<file path="src/hdl/mpcr_regs.svh">
`ifndef MPCR_REGS_SVH
`define MPCR_REGS_SVH

// register addresses on the internal register port
`define MPCR_ADDR_PROT_LIMIT 8'h94
`define MPCR_ADDR_DRIVE_CTRL 8'h95

// reset values
`define MPCR_PROT_LIMIT_RST 16'h0000
`define MPCR_DRIVE_CTRL_RST 16'h0000
`define MPCR_UNMAPPED_RDATA 16'h0000

// protection_limit_config field positions
`define MPCR_HOT_CAP_MSB 15
`define MPCR_HOT_CAP_LSB 14
`define MPCR_CL_STUCK_BIT 13
`define MPCR_OL_STUCK_BIT 12
`define MPCR_NO_MOTOR_BIT 11
`define MPCR_KT_FAULT_BIT 10
`define MPCR_SPD_FAULT_BIT 9
`define MPCR_STALL_I_BIT 8
`define MPCR_ACCEL_CAP_MSB 7
`define MPCR_ACCEL_CAP_LSB 4
`define MPCR_STALL_CAP_MSB 3
`define MPCR_STALL_CAP_LSB 1
`define MPCR_STALL_RANGE_BIT 0

// drive_control_config field positions
`define MPCR_SPEED_KIND_BIT 15
`define MPCR_CHOP_RATE_BIT 14
`define MPCR_KT_WIN_MSB 13
`define MPCR_KT_WIN_LSB 12
`define MPCR_IND_SURGE_BIT 11
`define MPCR_MECH_SURGE_BIT 10
`define MPCR_MECH_TARGET_BIT 9
`define MPCR_PROBE_REL_BIT 8
`define MPCR_STAY_OPEN_BIT 7
`define MPCR_CL_RAMP_MSB 6
`define MPCR_CL_RAMP_LSB 4
`define MPCR_DUTY_FLOOR_MSB 3
`define MPCR_DUTY_FLOOR_LSB 2
`define MPCR_EDGE_SPEED_MSB 1
`define MPCR_EDGE_SPEED_LSB 0

// current limits in units of 100 mA
`define MPCR_CAP_NONE 6'h00
`define MPCR_HOT_CAP_1A0 6'h0A
`define MPCR_HOT_CAP_1A6 6'h10
`define MPCR_HOT_CAP_2A0 6'h14
`define MPCR_ACCEL_STEP 6'h02
`define MPCR_STALL_R0_2A5 6'h19
`define MPCR_STALL_R0_1A9 6'h13
`define MPCR_STALL_R0_1A5 6'h0F
`define MPCR_STALL_R0_0A9 6'h09
`define MPCR_STALL_R1_STEP 6'h04

`endif

</file>
<file path="src/hdl/mpcr_pkg.sv">
package mpcr_pkg;

  // overtemperature current cap choices
  typedef enum logic [1:0] {
    MPCR_HOT_OFF = 2'h0,
    MPCR_HOT_1A0 = 2'h1,
    MPCR_HOT_1A6 = 2'h2,
    MPCR_HOT_2A0 = 2'h3
  } mpcr_hot_sel_t;

  typedef struct packed {
    logic [15:0] prot_cfg;
    logic [15:0] drive_cfg;
    logic [15:0] rdata;
    logic rvalid;
    logic [5:0] hot_cap_100ma;
    logic [5:0] accel_cap_100ma;
    logic [5:0] stall_cap_100ma;
  } mpcr_state_t;

endpackage

</file>
<file path="src/hdl/mpcr_config_bank.sv">
`timescale 1ns/10ps
`include "mpcr_regs.svh"

module mpcr_config_bank (
  // register port
  input wire logic sys_clk,
  input wire logic reset,
  input wire logic [7:0] reg_addr,
  input wire logic reg_wr,
  input wire logic [15:0] reg_wdata,
  input wire logic reg_rd,
  output logic [15:0] reg_rdata,
  output logic reg_rvalid,

  // protection fields
  output logic [1:0] hot_current_cap_sel,
  output logic closed_loop_stuck_detect_en,
  output logic open_loop_stuck_detect_en,
  output logic missing_motor_detect_en,
  output logic torque_const_fault_detect_en,
  output logic speed_fault_detect_en,
  output logic stall_current_detect_en,
  output logic [3:0] accel_current_cap,
  output logic [2:0] stall_current_cap,
  output logic stall_cap_range_sel,

  // decoded currents in 100 mA units
  output logic [5:0] hot_cap_100ma,
  output logic [5:0] accel_cap_100ma,
  output logic [5:0] stall_cap_100ma,

  // drive-control fields
  output logic speed_input_kind,
  output logic chop_rate_select,
  output logic [1:0] torque_const_window,
  output logic inductive_surge_guard_en,
  output logic mechanical_surge_guard_en,
  output logic mechanical_surge_target,
  output logic probe_release_behaviour,
  output logic stay_open_loop,
  output logic [2:0] closed_loop_ramp,
  output logic [1:0] min_duty_floor,
  output logic [1:0] edge_speed_select
);

  // all state of the bank lives in one struct
  mpcr_pkg::mpcr_state_t state_reg;
  mpcr_pkg::mpcr_state_t state_next;
  logic prot_hit;
  logic drive_hit;
  logic prot_wr;
  logic drive_wr;
  logic [15:0] prot_cfg_next;
  logic [15:0] drive_cfg_next;
  logic [5:0] hot_cap_dec;
  logic [5:0] accel_cap_dec;
  logic [5:0] stall_cap_dec;
  logic [5:0] lock_en;

  // one address compare per register serves the write path
  assign prot_hit = (reg_addr == `MPCR_ADDR_PROT_LIMIT);
  assign drive_hit = (reg_addr == `MPCR_ADDR_DRIVE_CTRL);

  // writes elsewhere fall away silently; there is no error response
  assign prot_wr = reg_wr && prot_hit;
  assign drive_wr = reg_wr && drive_hit;

  // next words are formed outside the state process so that the decoder
  // can read them without a loop back through state_next
  assign prot_cfg_next =
    prot_wr ? reg_wdata : state_reg.prot_cfg;
  assign drive_cfg_next =
    drive_wr ? reg_wdata : state_reg.drive_cfg;

  // decoded from the next word so the currents line up
  // with the raw fields on the same cycle
  mpcr_limit_decode u_decode (
    .hot_current_cap_sel(
      prot_cfg_next[`MPCR_HOT_CAP_MSB:`MPCR_HOT_CAP_LSB]),
    .accel_current_cap(
      prot_cfg_next[`MPCR_ACCEL_CAP_MSB:`MPCR_ACCEL_CAP_LSB]),
    .stall_current_cap(
      prot_cfg_next[`MPCR_STALL_CAP_MSB:`MPCR_STALL_CAP_LSB]),
    .stall_cap_range_sel(prot_cfg_next[`MPCR_STALL_RANGE_BIT]),
    .hot_cap_100ma(hot_cap_dec),
    .accel_cap_100ma(accel_cap_dec),
    .stall_cap_100ma(stall_cap_dec)
  );

  // read data comes from the stored words, never from the next ones,
  // so a read in the same cycle as a write returns the old value
  always_comb begin
    state_next = state_reg;
    state_next.prot_cfg = prot_cfg_next;
    state_next.drive_cfg = drive_cfg_next;
    state_next.rvalid = 1'b0;
    if (reg_rd) begin
      state_next.rvalid = 1'b1;
      case (reg_addr)
        `MPCR_ADDR_PROT_LIMIT: begin
          state_next.rdata = state_reg.prot_cfg;
        end
        `MPCR_ADDR_DRIVE_CTRL: begin
          state_next.rdata = state_reg.drive_cfg;
        end
        default: begin
          // unmapped reads answer zero instead of being refused
          state_next.rdata = `MPCR_UNMAPPED_RDATA;
        end
      endcase
    end
    state_next.hot_cap_100ma = hot_cap_dec;
    state_next.accel_cap_100ma = accel_cap_dec;
    state_next.stall_cap_100ma = stall_cap_dec;
  end

  // the reset branch loads constants only; the stall cap starts at the
  // decode of code zero in the coarse range, matching the cleared word
  always_ff @(posedge sys_clk or posedge reset) begin
    if (reset) begin
      state_reg.prot_cfg <= `MPCR_PROT_LIMIT_RST;
      state_reg.drive_cfg <= `MPCR_DRIVE_CTRL_RST;
      state_reg.rdata <= `MPCR_UNMAPPED_RDATA;
      state_reg.rvalid <= 1'b0;
      state_reg.hot_cap_100ma <= `MPCR_CAP_NONE;
      state_reg.accel_cap_100ma <= `MPCR_CAP_NONE;
      state_reg.stall_cap_100ma <= `MPCR_STALL_R0_2A5;
    end else begin
      state_reg <= state_next;
    end
  end

  // read data holds until the next read; valid is a one-cycle pulse
  assign reg_rdata = state_reg.rdata;
  assign reg_rvalid = state_reg.rvalid;

  // protection fields, static from the register
  // the overtemperature choice only matters once the warning is raised
  assign hot_current_cap_sel =
    state_reg.prot_cfg[`MPCR_HOT_CAP_MSB:`MPCR_HOT_CAP_LSB];

  // the six lock-detect enables sit side by side above the cap codes
  for (genvar gi = 0; gi < 6; gi++) begin : g_lock_en
    assign lock_en[gi] = state_reg.prot_cfg[`MPCR_STALL_I_BIT + gi];
  end

  assign closed_loop_stuck_detect_en =
    lock_en[`MPCR_CL_STUCK_BIT - `MPCR_STALL_I_BIT];
  assign open_loop_stuck_detect_en =
    lock_en[`MPCR_OL_STUCK_BIT - `MPCR_STALL_I_BIT];
  assign missing_motor_detect_en =
    lock_en[`MPCR_NO_MOTOR_BIT - `MPCR_STALL_I_BIT];
  assign torque_const_fault_detect_en =
    lock_en[`MPCR_KT_FAULT_BIT - `MPCR_STALL_I_BIT];
  assign speed_fault_detect_en =
    lock_en[`MPCR_SPD_FAULT_BIT - `MPCR_STALL_I_BIT];
  assign stall_current_detect_en =
    lock_en[0];

  // current-limit codes as stored; the decoded currents follow below
  assign accel_current_cap =
    state_reg.prot_cfg[`MPCR_ACCEL_CAP_MSB:`MPCR_ACCEL_CAP_LSB];
  assign stall_current_cap =
    state_reg.prot_cfg[`MPCR_STALL_CAP_MSB:`MPCR_STALL_CAP_LSB];
  assign stall_cap_range_sel =
    state_reg.prot_cfg[`MPCR_STALL_RANGE_BIT];

  // decoded currents, registered alongside the fields they come from
  assign hot_cap_100ma = state_reg.hot_cap_100ma;
  assign accel_cap_100ma = state_reg.accel_cap_100ma;
  assign stall_cap_100ma = state_reg.stall_cap_100ma;

  // drive-control fields
  // speed input kind and switching rate
  assign speed_input_kind =
    state_reg.drive_cfg[`MPCR_SPEED_KIND_BIT];
  assign chop_rate_select =
    state_reg.drive_cfg[`MPCR_CHOP_RATE_BIT];

  // torque-constant window for the abnormal-torque check
  assign torque_const_window =
    state_reg.drive_cfg[`MPCR_KT_WIN_MSB:`MPCR_KT_WIN_LSB];

  // surge guards and the release behaviour after position probing
  assign inductive_surge_guard_en =
    state_reg.drive_cfg[`MPCR_IND_SURGE_BIT];
  assign mechanical_surge_guard_en =
    state_reg.drive_cfg[`MPCR_MECH_SURGE_BIT];
  assign mechanical_surge_target =
    state_reg.drive_cfg[`MPCR_MECH_TARGET_BIT];
  assign probe_release_behaviour =
    state_reg.drive_cfg[`MPCR_PROBE_REL_BIT];

  // start-up, ramp and duty fields carry no behaviour of their own here
  assign stay_open_loop = state_reg.drive_cfg[`MPCR_STAY_OPEN_BIT];
  assign closed_loop_ramp =
    state_reg.drive_cfg[`MPCR_CL_RAMP_MSB:`MPCR_CL_RAMP_LSB];
  assign min_duty_floor =
    state_reg.drive_cfg[`MPCR_DUTY_FLOOR_MSB:`MPCR_DUTY_FLOOR_LSB];

  // phase-node edge speed
  assign edge_speed_select =
    state_reg.drive_cfg[`MPCR_EDGE_SPEED_MSB:`MPCR_EDGE_SPEED_LSB];

endmodule // mpcr_config_bank

</file>
<file path="src/hdl/mpcr_limit_decode.sv">
`timescale 1ns/10ps
`include "mpcr_regs.svh"

// turns the coded current-limit fields into currents in 100 mA units
module mpcr_limit_decode (
  input wire logic [1:0] hot_current_cap_sel,
  input wire logic [3:0] accel_current_cap,
  input wire logic [2:0] stall_current_cap,
  input wire logic stall_cap_range_sel,
  output logic [5:0] hot_cap_100ma,
  output logic [5:0] accel_cap_100ma,
  output logic [5:0] stall_cap_100ma
);

  always_comb begin
    case (mpcr_pkg::mpcr_hot_sel_t'(hot_current_cap_sel))
      mpcr_pkg::MPCR_HOT_1A0: hot_cap_100ma = `MPCR_HOT_CAP_1A0;
      mpcr_pkg::MPCR_HOT_1A6: hot_cap_100ma = `MPCR_HOT_CAP_1A6;
      mpcr_pkg::MPCR_HOT_2A0: hot_cap_100ma = `MPCR_HOT_CAP_2A0;
      default: hot_cap_100ma = `MPCR_CAP_NONE;
    endcase
  end

  // zero gives no cap, otherwise n steps of 0.2 A
  assign accel_cap_100ma = 6'(accel_current_cap) * `MPCR_ACCEL_STEP;

  always_comb begin
    if (stall_cap_range_sel) begin
      // fine range, 0.4 A per code starting at 0.4 A
      stall_cap_100ma = (6'(stall_current_cap) + 6'h01) * `MPCR_STALL_R1_STEP;
    end else begin
      // coarse range ignores the top code bit
      case (stall_current_cap[1:0])
        2'h0: stall_cap_100ma = `MPCR_STALL_R0_2A5;
        2'h1: stall_cap_100ma = `MPCR_STALL_R0_1A9;
        2'h2: stall_cap_100ma = `MPCR_STALL_R0_1A5;
        default: stall_cap_100ma = `MPCR_STALL_R0_0A9;
      endcase
    end
  end

endmodule // mpcr_limit_decode

</file>
<file path="config.mk">
export PLATFORM = sky130hd
export DESIGN_NAME = mpcr_config_bank
export DESIGN_NICKNAME = d
export VERILOG_FILES = /design/src/hdl/mpcr_pkg.sv /design/src/hdl/mpcr_config_bank.sv /design/src/hdl/mpcr_limit_decode.sv
export VERILOG_INCLUDE_DIRS = /design/src /design/src/hdl
export SDC_FILE = /design/constraint.sdc
export NUM_CORES = 1
export LEC_CHECK = 0
export BUFFER_PORTS_ARGS = -buffer_cell sky130_fd_sc_hd__buf_2
export CORE_MARGIN = 10
export CORE_UTILIZATION = 35
export CTS_BUF_LIST = sky130_fd_sc_hd__clkbuf_8 sky130_fd_sc_hd__clkbuf_16
export CTS_CLUSTER_SIZE = 28
export DETAILED_ROUTE_END_ITERATION = 8
export SETUP_SLACK_MARGIN = 0.05
export SYNTH_ARGS = -nofsm -noshare
export SYNTH_HDL_FRONTEND = slang
export SYNTH_SLANG_ARGS = --single-unit
</file>
<file path="constraint.sdc">
create_clock -name sys_clk -period 2.03 [get_ports sys_clk]
set_input_delay 0.609 -clock sys_clk [delete_from_list [all_inputs] [get_ports sys_clk]]
set_output_delay 0.609 -clock sys_clk [all_outputs]
set_load 0.03 [all_outputs]
</file>
Word-level counts from Yosys, hierarchy flattened
Cells that the tools add are included. Widths: inputs -> output; s select.

Bits in latches: 0. Bits in writable memories: 0. Memory bits (read-only): 0. Memories kept: 0. Flip-flop bits (word level): 65. Logic and storage cells: 25.

$lt $le $gt $ge: 0. Bitwise logic cells: 0. Reductions and logical operators: 3. Divide/modulo/power cells: 0. Equality and inequality tests: 7. $add $sub $neg: 1. Shift-type cells: 0. Muxes and demuxes: 6. $mul: 0.

Operator list (number): $pmux 16 s2 (1); $pmux 5 s3 (2); $eq 8x8->1 const B (2); $mux 16 (1); $eq 2x2->1 const B (3); $mux 6 (1); $add 3x1->4 const B (1); $eq 2x1->1 const B (2); $logic_and 1x1->1 (2); $logic_not 2->1 (1); $mux 1 (1).

Logic depth before layout (Yosys ltp)
Gate-level depths: netlist of run 1.

Depth in word-level cells: 6. Depth in mapped cells: 10. Gate-level depth less buffers: 9.

Cells and area by module
From an unflattened synthesis of run 1, not the netlist that was laid out.

Cells, all modules: 208. Area, all modules: 2862.7 um^2.

Modules (own cells, without submodules): mpcr_config_bank (instances 1, cells an instance 177, area an instance 2647.5 um^2); mpcr_limit_decode (instances 1, cells an instance 31, area an instance 215.2 um^2).

Worst setup path before layout of run 1
OpenSTA, ideal clock, no wires.

Kind: input -> register. From: input reg_addr[5]. To: register, netlist name stall_cap_100ma[4]. Required time: 1.951 ns. Arrival: 2.576 ns. Slack: -0.624 ns. Cell stages on the path: 9. Library setup time: 0.079 ns. Cells stage by stage: nand4bb_4 nor4_4 buf_2 mux2i_1 inv_1 ha_1 xnor2_1 mux2_2 o21ai_0.

Longest elaborated chain between the ends: 6. Elaborated cells on any way between the ends: 9. Classes of those cells: add/sub: 1; eq/ne: 3; mux: 3; reduce/logical: 2.

Ends and longest elaborated chain: from (decl) (line mpcr_config_bank.sv:8) `input wire logic [7:0] reg_addr,`; $eq 8x8->1 (*); $logic_and 1x1->1 (*) (line mpcr_config_bank.sv:65) `assign prot_wr = reg_wr && prot_hit;`; $mux 16 (*) (line mpcr_config_bank.sv:71) `prot_wr ? reg_wdata : state_reg.prot_cfg;`; net prot_cfg_next[2] (line mpcr_config_bank.sv:53) `logic [15:0] prot_cfg_next;`; $eq 2x2->1, or another cell as far along (line mpcr_limit_decode.sv:33) `case (stall_current_cap[1:0])`; $pmux 5 s3 (line mpcr_limit_decode.sv:33); $mux 6 (*) (line mpcr_limit_decode.sv:28) `if (stall_cap_range_sel) begin`; net stall_cap_dec[4] (line mpcr_config_bank.sv:57) `logic [5:0] stall_cap_dec;`.

Mark *: on every way through the listed nets, which the timed path passes. The rest lies on a longest branch. A chain may end at the register's enable or synchronous reset.

Worst setup path after layout of run 1
From: input reg_addr[5]. To: register, netlist name stall_cap_100ma[4].

Longest elaborated chain between the ends: 6. Elaborated cells on any way between the ends: 9. Classes of those cells: add/sub: 1; eq/ne: 3; mux: 3; reduce/logical: 2.

Ends and longest elaborated chain (line): $eq 8x8->1 (*); $logic_and 1x1->1 (*) (mpcr_config_bank.sv:65); $mux 16 (*) (mpcr_config_bank.sv:71); net prot_cfg_next[2] (mpcr_config_bank.sv:53); $eq 2x2->1, or another cell as far along (mpcr_limit_decode.sv:33); $pmux 5 s3 (mpcr_limit_decode.sv:33); $mux 6 (*) (mpcr_limit_decode.sv:28); net stall_cap_dec[4] (mpcr_config_bank.sv:57).

Marked as above.

==> results of run 1 <==
## power by group
group	switching, mW	total, mW	leakage, nW	internal (mW)
Clock	0.455	1.17	0.117	0.717
Combinational	0.218	0.343	0.946	0.125
Sequential	0.0309	1.21	0.777	1.18
## final timing paths
check	endpoint	cells past startpoint	slack, ns
max in group asynchronous	stall_cap_100ma[0]$_DFF_PP1_	3	1.39
hold / removal	inductive_surge_guard_en$_DFFE_PP0P_	3	0.33
setup reg to reg	stall_cap_100ma[4]$_DFF_PP1_	6	0.51
setup / recovery	stall_cap_100ma[4]$_DFF_PP1_	9	-0.07
hold reg to reg	reg_rdata[10]$_DFFE_PP0P_	2	0.52
min in group sys_clk	accel_cap_100ma[1]$_DFFE_PP0N_	2	0.51
## what timing repair did
item                                    in CTS  in global routing
resized for setup                            7                  6
gates cloned                                 1                  0
buffers inserted                             6                  1
pin swaps                                    1                  2
endpoints found under the setup margin       4                  3
## worst min-delay path, delay by kind of cell
kind	cells	cell delay (ns)
buf+inv	3	0.45
## registers in the layout, summed over array words and instances (netlist names), 2 cells and up
| signal | cells |
|---|---|
| reg_rdata | 16 |
| hot_cap_100ma | 3 |
| edge_speed_select | 2 |
| stall_cap_100ma | 6 |
| min_duty_floor | 2 |
| torque_const_window | 2 |
| accel_cap_100ma | 3 |
| stall_current_cap | 3 |
| closed_loop_ramp | 3 |
## synth_stat cells, drive strengths merged
cell type,number,area (sq um)
clkbuf,4,15.0
nand3b,2,15.0
mux2,32,364
o22ai,16,100
nand4,2,12.5
nor4bb,1,10.0
conb,1,3.75
nand3,2,10.0
nor2,1,3.75
nand2,3,11.3
xnor2,2,17.5
inv,21,78.8
nand4bb,1,27.5
buf,15,108
nand2b,2,12.5
o221a,1,11.3
nor4,2,42.5
ha,3,37.5
mux2i,20,200
o21ai,3,15.0
dfstp,3,78.8
dfrtp,54,1350
## per-stage QoR
| step | util [%] | area, sq um |
|---|---|---|
| floorplan | - | 2550 |
| global route | 50.7 | 3500 |
| global placement | 45.2 | 3120 |
| detailed placement | 45.2 | 3120 |
| CTS | 50.1 | 3460 |
| finish | 50.7 | 3500 |
## per-layer routing
layer / vias to the layer above / global-route usage (%)
met5: - / 0
met1: 891 / 14.1
met4: 0 / 6.47
met3: 11 / 4.48
met2: 57 / 19.8
li1: 871 / -
## layout make-up
| cell class | instances | area (sq um) | area share, % |
|---|---|---|---|
| Clock buffer | 10 | 138 | 3.93 |
| Clock inverter | 6 | 82.6 | 2.36 |
| Inverter | 21 | 82.6 | 2.36 |
| Multi-Input combinational cell | 97 | 963 | 27.5 |
| Sequential cell | 57 | 1430 | 40.9 |
| Tap cell | 96 | 120 | 3.43 |
| Timing Repair Buffer | 113 | 683 | 19.5 |
## logic make-up after synthesis
kind of cell,share of synthesized area (%)
AO/OA/AOI/OAI,5.00
XOR/XNOR,0.694
adder cells (fa/ha/maj),1.49
buffers and inverters,7.97
flip-flops,56.6
multiplexers,22.3
other,0.148
AND/OR/NAND/NOR,5.75
==> results_dict.tcl, run 1 <==
set metrics [dict create \
    io_pins 95 \
    syn_avg_cell_area_sq_um 13.2 \
    final.setup.tns_ns -0.0675 \
    holdWs_ns 0.332 \
    gr-total-overflow 0 \
    max_freq_mhz 477 \
    antenna_left 0 \
    finalMaxSlewViolations 0 \
    crit_fanout 3 \
    dr_total_vias 1830 \
    leakagePower_nw 1.84 \
    power_mw 2.73 \
    powerDensity_mw_per_mm2 779 \
    layoutNonFillerInstCount 400 \
    drive_gt1_share_pct 56.6 \
    area_growth_pct 38.5 \
    wl_met3_microns 481 \
    grt_pass1_vias 1995 \
    drt-wirelength-per-cell_microns 17.2 \
    max-cap-violations 0 \
    final_nets 330 \
    synth.cell_area_sq_mm 0.00253 \
    max_stage_delay_ns 0.35 \
    outcome "complete, but fails checks" \
    root_buffer "clkbuf_8" \
    synthCells 191 \
    ctsHoldBuffers 0 \
    clock_path_buffers 2 \
    critical_path_required_ns 2.30 \
    fillers 678 \
    gp_congestion 0.727 \
    finalCriticalPeriod_ns 2.10 \
    cts_tree "done" \
    viasPerCell 4.58 \
    yosys_warnings 0 \
    cts_buffers 9 \
    antenna_found_initial 0 \
    std_cell_rows 30 \
    met1Wirelength_microns 2900 \
    endpoint_kind "flip-flop" \
    setup_ws_ns -0.0675 \
    hold_class "in -> async" \
    core-area_sq_mm 0.00691 \
    drc 0 \
    clk_latency_ns 0.34 \
    initial_utilization_pct 36.6 \
    irDropWorstVdd_mv 0.396 \
    finalCritPeriodShare_pct 103 \
    die_w_microns 105 \
    skew_ns 0.00660 \
    cts.clk_slew.worst_paths_ns 0.07 \
    htree_levels 3 \
    chipHeight_microns 105 \
    cp-start-kind "primary input" \
    drt_iter0_drc 27 \
    num_antenna_cells 0 \
    grt_pass1_wl_microns 10700 \
    die_area_sq_mm 0.0110 \
    crit_family "simple AND/OR/NAND/NOR gates" \
    setup_viol 1 \
    violations "setup timing" \
    final_cell_mix "89 x buf_2, 54 x dfrtp_1, 29 x mux2_2, 21 x inv_1, 20 x mux2i_1" \
    layout_commonest_cell "buf_2" \
    synth_cell_type_count 24 \
    hold_viol 0 \
    route.met2.wl_microns 3340 \
    ys_ff_latch 57 \
    rr_startpoint "stall_current_cap[1]$_DFF_PP0_" \
    crit_chain "buf_6 -> nand4bb_4 -> nor4_4 -> mux2i_1 -> inv_1 -> ha_4 -> xnor2_1 -> mux2_4 -> o21ai_2" \
    slowest_stage "nor4_4" \
    cp.arrival_ns 2.37 \
    rsz0062_at_grt "true" \
    critPathKind "in -> reg" \
    startpoint "reg_addr[5]" \
    grt_util_all_layers_pct 12.3 \
    totalWireLength_microns 6870 \
    grt_max_degree 58 \
    place_ws_ns -0.557 \
    placed_cells 377 \
    clock-sinks 57 \
    firstDrtPassIters 4 \
    place_hpwl_microns 4930 \
    seq_area_frac_synth_pct 56.6 \
    cp.buffers_inverters 2 \
    numPortBuffers 90 \
    top_layer "met4" \
]
Power figures use the tool's default switching activity.
==> inputs of run 2 (changes only) <==
--- a/config.mk
+++ b/config.mk
@@ -9,7 +9,7 @@
 export BUFFER_PORTS_ARGS = -buffer_cell sky130_fd_sc_hd__buf_2
 export CORE_MARGIN = 10
 export CORE_UTILIZATION = 35
-export CTS_BUF_LIST = sky130_fd_sc_hd__clkbuf_8 sky130_fd_sc_hd__clkbuf_16
+export CTS_BUF_LIST = sky130_fd_sc_hd__clkbuf_2
 export CTS_CLUSTER_SIZE = 28
 export DETAILED_ROUTE_END_ITERATION = 8
 export SETUP_SLACK_MARGIN = 0.05
==> run 2 against run 1 <==
  * Clock power fell by 30%
  * Sequential share of layout area up 2.8 points
  * Utilization decreased by 3.2 points
  * Routed wire length fell by 3.7%
  * Combinational power is 3% lower
  * Via count down 1.4%
  * Register-to-register slack about the same
  * Largest power group unchanged
  * Critical path type unchanged
  * Sequential cell count stayed put
  * Fmax up 4.9%
  * First-iteration DRC count is 30% higher
  * Global-route usage down 0.49 points
  * Non-clock buffer count fell by 5
  * The run now ends clean
==> results_dict.tcl, run 2 (synthesized netlist as in run 1, its figures left out) <==
set metrics [dict create \
    setup_ws_ns 0.0313 \
    chipHeight_microns 105 \
    finalCriticalPeriod_ns 2.00 \
    slowest_stage "mux2_2" \
    htree_levels 3 \
    max_stage_delay_ns 0.41 \
    crit_top_cell "mux2_2" \
    numPortBuffers 90 \
    viasPerCell 4.57 \
    die_area_sq_mm 0.0110 \
    gr-total-overflow 0 \
    power.share.switching_pct 27.8 \
    place_ws_ns -0.557 \
    critPathKind "in -> reg" \
    gp_congestion 0.727 \
    rr_startpoint "stall_current_cap[1]$_DFF_PP0_" \
    max-cap-violations 0 \
    p_clk_share_pct 34.7 \
    setup_viol 0 \
    clock_path_buffers 2 \
    met1Wirelength_microns 2780 \
    layout_commonest_cell "buf_2" \
    max_freq_mhz 500 \
    top_layer "met4" \
    grt_pass1_vias 1941 \
    drt-wirelength-per-cell_microns 16.7 \
    dr_total_vias 1805 \
    rsz0062_at_grt "true" \
    initial_utilization_pct 36.6 \
    die_w_microns 105 \
    clk_latency_ns 0.48 \
    antenna_left 0 \
    final_nets 325 \
    holdWs_ns 0.172 \
    drive_gt1_share_pct 54.8 \
    irDropWorstVdd_mv 0.404 \
    route.met2.wl_microns 3230 \
    reg2reg_slack_ns 0.50 \
    wl_met3_microns 503 \
    firstDrtPassIters 4 \
    core-area_sq_mm 0.00691 \
    cp.arrival_ns 2.40 \
    grt_max_degree 58 \
    pwr-share-comb_pct 14.1 \
    std_cell_rows 30 \
    finalCritPeriodShare_pct 98.5 \
    largest_reg_flops 16 \
    ctsHoldBuffers 0 \
    totalWireLength_microns 6610 \
    cts_tree "done" \
    grt_pass1_wl_microns 10300 \
    crit_fanout 3 \
    num_antenna_cells 0 \
    cp-start-kind "primary input" \
    endpoint_kind "flip-flop" \
    powerDensity_mw_per_mm2 721 \
    skew_ns 0.0215 \
    leakagePower_nw 1.76 \
    finalMaxSlewViolations 0 \
    drt_iter0_drc 35 \
    power_mw 2.36 \
    place_hpwl_microns 4930 \
    internal_power_mw 1.70 \
    p_switching_uw 658 \
    io_pins 95 \
    area_growth_pct 29.7 \
    antenna_found_initial 0 \
    final_cell_mix "90 x buf_2, 54 x dfrtp_1, 31 x mux2_2, 20 x inv_1, 20 x mux2i_1" \
    crit_chain "buf_2 -> nand4bb_4 -> nor4_4 -> mux2_2 -> ha_2 -> xnor2_1 -> mux2_2 -> o21ai_1" \
    cts_buffers 9 \
    p_seq_share_pct 51.2 \
    outcome "completed" \
    hold_class "in -> async" \
    drc 0 \
    clock-sinks 57 \
    cts.clk_slew.worst_paths_ns 0.18 \
    critical_path_required_ns 2.44 \
    hold_viol 0 \
    startpoint "reg_addr[5]" \
    final.setup.tns_ns 0 \
    grt_util_all_layers_pct 11.9 \
    root_buffer "clkbuf_2" \
]
-- run 2: cell count changes in the layout (fill, tap and decap cells not counted), sizes merged --
cell | previous run | this run
buf | 112 | 108
bufbuf | 1 | 0
clkinv | 3 | 4
inv | 21 | 20
-- run 2: per-layer routing --
metal	global-route usage, %	vias up
met5	0	-
met4	6.18	0
met3	4.48	8
met2	19.1	64
met1	13.4	876
li1	-	857
-- run 2: area by class of cell --
class	count	area, sq um
fillers	700	3630
flip-flops and latches	57	1430
multi-input cells	97	908
repair buffers	108	602
well taps	96	120
clock inverters	6	82.6
inverters	21	82.6
clock buffers	10	50.0
-- run 2: worst paths after layout --
check,to,cells after the start
max in group asynchronous,stall_cap_100ma[0]$_DFF_PP1_,3
worst max-delay path,stall_cap_100ma[4]$_DFF_PP1_,8
worst min-delay path,probe_release_behaviour$_DFFE_PP0P_,3
worst max register to register,stall_cap_100ma[4]$_DFF_PP1_,6
min in group sys_clk,accel_cap_100ma[1]$_DFFE_PP0N_,2
worst min register to register,reg_rdata[10]$_DFFE_PP0P_,2
-- run 2: power groups by stage --
stage / sequential [mW] / clock [mW] / combinational, mW
6_report: 1.21 / 0.821 / 0.332
5_1_grt: 1.22 / 0.898 / 0.356
4_1_cts: 1.21 / 0.856 / 0.337
3_5_place_dp: 1.23 / 0 / 0.336
3_3_place_gp: 1.23 / 0 / 0.333
2_1_floorplan: 1.31 / 0 / 0.135
-- run 2: per-stage QoR --
stage          cell area [sq um]  std cells  utilization, %
2_1_floorplan               2550        194               -
6_report                    3280        395            47.4
5_1_grt                     3280        395            47.4
4_1_cts                     3260        394            47.3
3_5_place_dp                3120        377            45.2
3_3_place_gp                3120        377            45.2
-- run 2: worst max-delay path, delay by kind of cell --
family | cells | cell delay [ns]
adder cells (fa/ha/maj) | 1 | 0.21
AND/OR/NAND/NOR | 2 | 0.57
multiplexers | 2 | 0.67
XOR/XNOR | 1 | 0.12
AO/OA/AOI/OAI | 1 | 0.13
buffers and inverters | 1 | 0.09
-- run 2: timing repair --
| item | in CTS | in global routing |
|---|---|---|
| setup endpoints to repair | 1 | 2 |
| pin swaps | 1 | 0 |
| gates resized for setup | 0 | 1 |
| setup buffers | 1 | 1 |
| cloned | 0 | 0 |
==> inputs of run 3 (changes only) <==
--- a/config.mk
+++ b/config.mk
@@ -8,10 +8,11 @@
 export LEC_CHECK = 0
 export BUFFER_PORTS_ARGS = -buffer_cell sky130_fd_sc_hd__buf_2
 export CORE_MARGIN = 10
-export CORE_UTILIZATION = 35
+export CORE_UTILIZATION = 46
 export CTS_BUF_LIST = sky130_fd_sc_hd__clkbuf_2
 export CTS_CLUSTER_SIZE = 28
 export DETAILED_ROUTE_END_ITERATION = 8
+export PLACE_DENSITY = 0.79
 export SETUP_SLACK_MARGIN = 0.05
 export SYNTH_ARGS = -nofsm -noshare
 export SYNTH_HDL_FRONTEND = slang
==> run 3 against run 2 <==
  * First-iteration DRC count is 63% higher
  * Largest power group unchanged
  * Clock skew down 0.0035 ns
  * Count of clock-buffer cells in the layout unchanged
  * Non-clock buffer count unchanged
  * Sequential cell count unchanged
  * Critical path depth is 1 higher
  * Sequential power is essentially flat
==> results_dict.tcl, run 3 (synthesized netlist as in run 1, its figures left out) <==
set metrics [dict create \
    setup_viol 0 \
    powerDensity_mw_per_mm2 650 \
    slowest_stage "nor4_4" \
    finalMaxSlewViolations 0 \
    crit_family "multiplexers" \
    finalCritPeriodShare_pct 97.6 \
    largest_reg_flops 16 \
    skew_ns 0.0180 \
    final_nets 325 \
    cts.clk_slew.worst_paths_ns 0.16 \
    crit_fanout 4 \
    gp_congestion 0.775 \
    antenna_found_initial 0 \
    viasPerCell 4.96 \
    std_cell_rows 26 \
    die_area_sq_mm 0.00886 \
    critical_path_required_ns 2.42 \
    grt_pass1_vias 1967 \
    ctsHoldBuffers 0 \
    hold_class "in -> async" \
    drc 0 \
    critPathKind "in -> reg" \
    final-seq-area_sq_mm 0.00143 \
    firstDrtPassIters 4 \
    dr_total_vias 1831 \
    drive_gt1_share_pct 54.8 \
    max-cap-violations 0 \
    cp-start-kind "primary input" \
    totalWireLength_microns 6620 \
    finalCriticalPeriod_ns 1.98 \
    drt_iter0_drc 57 \
    post_cts.repair.setup_buffers 0 \
    clock-sinks 57 \
    num_antenna_cells 0 \
    max_freq_mhz 505 \
    multi_input_area_sq_um 936 \
    hold_viol 0 \
    reg2reg_slack_ns 0.49 \
    cts_buffers 9 \
    gr-total-overflow 0 \
    clock_path_buffers 2 \
    grt_util_all_layers_pct 15.0 \
    holdWs_ns 0.229 \
    cp.arrival_ns 2.37 \
    antenna_left 0 \
    rsz0062_at_grt "true" \
    final_util_pct 61.5 \
    initial_utilization_pct 48.5 \
    area_growth_pct 26.8 \
    grt_max_degree 31 \
    crit_chain "buf_6 -> nand4bb_4 -> nor4_4 -> mux2i_1 -> inv_1 -> ha_4 -> xnor2_2 -> mux2_4 -> o21ai_2" \
    place_hpwl_microns 4990 \
    root_buffer "clkbuf_2" \
    grt_pass1_wl_microns 10200 \
    cts_tree "done" \
    drt-wirelength-per-cell_microns 17.9 \
    endpoint_kind "flip-flop" \
    max_stage_delay_ns 0.33 \
    fillers 442 \
    core-area_sq_mm 0.00520 \
    layout_commonest_cell "buf_2" \
    irDropWorstVdd_mv 0.357 \
    clk_latency_ns 0.44 \
    leakagePower_nw 1.73 \
    outcome "completed" \
    cp.buffers_inverters 2 \
    die_w_microns 94.1 \
    chipHeight_microns 94.1 \
    numPortBuffers 90 \
    htree_levels 3 \
    final_cell_mix "89 x buf_2, 54 x dfrtp_1, 30 x mux2_2, 20 x inv_1, 20 x mux2i_1" \
    io_pins 95 \
]
[run 3: area by class of cell]
cell class | instances | share of cell area, %
Clock inverter | 6 | 0.781
Timing Repair Buffer | 108 | 18.5
Tap cell | 70 | 2.73
Clock buffer | 10 | 1.56
Sequential cell | 57 | 44.6
Multi-Input combinational cell | 97 | 29.2
Inverter | 21 | 2.58
[run 3: repair_timing]
action	CTS	global route
endpoints found under the setup margin	1	2
pin swaps	1	0
gates resized for setup	0	6
[run 3: worst min-delay path, cell delays in order]
cell and delay [ns]:
buf_2 0.11, clkinvlp_4 0.06, buf_4 0.32
[run 3: final timing paths]
| kind | start | to | depth (start not counted) |
|---|---|---|---|
| setup reg to reg | stall_current_cap[1]$_DFF_PP0_ | stall_cap_100ma[4]$_DFF_PP1_ | 6 |
| max in group asynchronous | reset | stall_cap_100ma[4]$_DFF_PP1_ | 3 |
| hold / removal | reset | reg_rdata[11]$_DFFE_PP0P_ | 3 |
| min in group sys_clk | reg_wdata[10] | mechanical_surge_guard_en$_DFFE_PP0P_ | 2 |
| setup / recovery | reg_addr[5] | stall_cap_100ma[4]$_DFF_PP1_ | 9 |
| hold reg to reg | reg_rdata[7]$_DFFE_PP0P_ | reg_rdata[7]$_DFFE_PP0P_ | 2 |
[run 3: metal layers]
layer	vias to the layer above	track usage (%)	routed length [microns]
li1	858	-	-
met2	66	24.0	3330
met4	0	7.59	99
met1	896	18.1	2720
met5	-	0	0
met3	11	4.00	463
[run 3: per-stage QoR]
| step | TNS, ns | power (mW) | area, sq um | setup WS, ns | cells |
|---|---|---|---|---|---|
| 2_1_floorplan | -1.36 | 1.45 | 2550 | -0.569 | 194 |
| 3_3_place_gp | -5.14 | 1.56 | 3090 | -0.431 | 353 |
| 3_5_place_dp | -5.92 | 1.57 | 3090 | -0.474 | 353 |
| 4_1_cts | 0 | 2.10 | 3170 | 0.0798 | 369 |
| 5_1_grt | -0.0306 | 2.19 | 3200 | -0.0306 | 369 |
| 6_report | 0 | 2.08 | 3200 | 0.0487 | 369 |
[run 3: where the power goes]
part           internal (mW)  switching [mW]  total (mW)
Combinational          0.118           0.216       0.335
Sequential              1.18          0.0311        1.21
Clock                  0.147           0.390       0.537
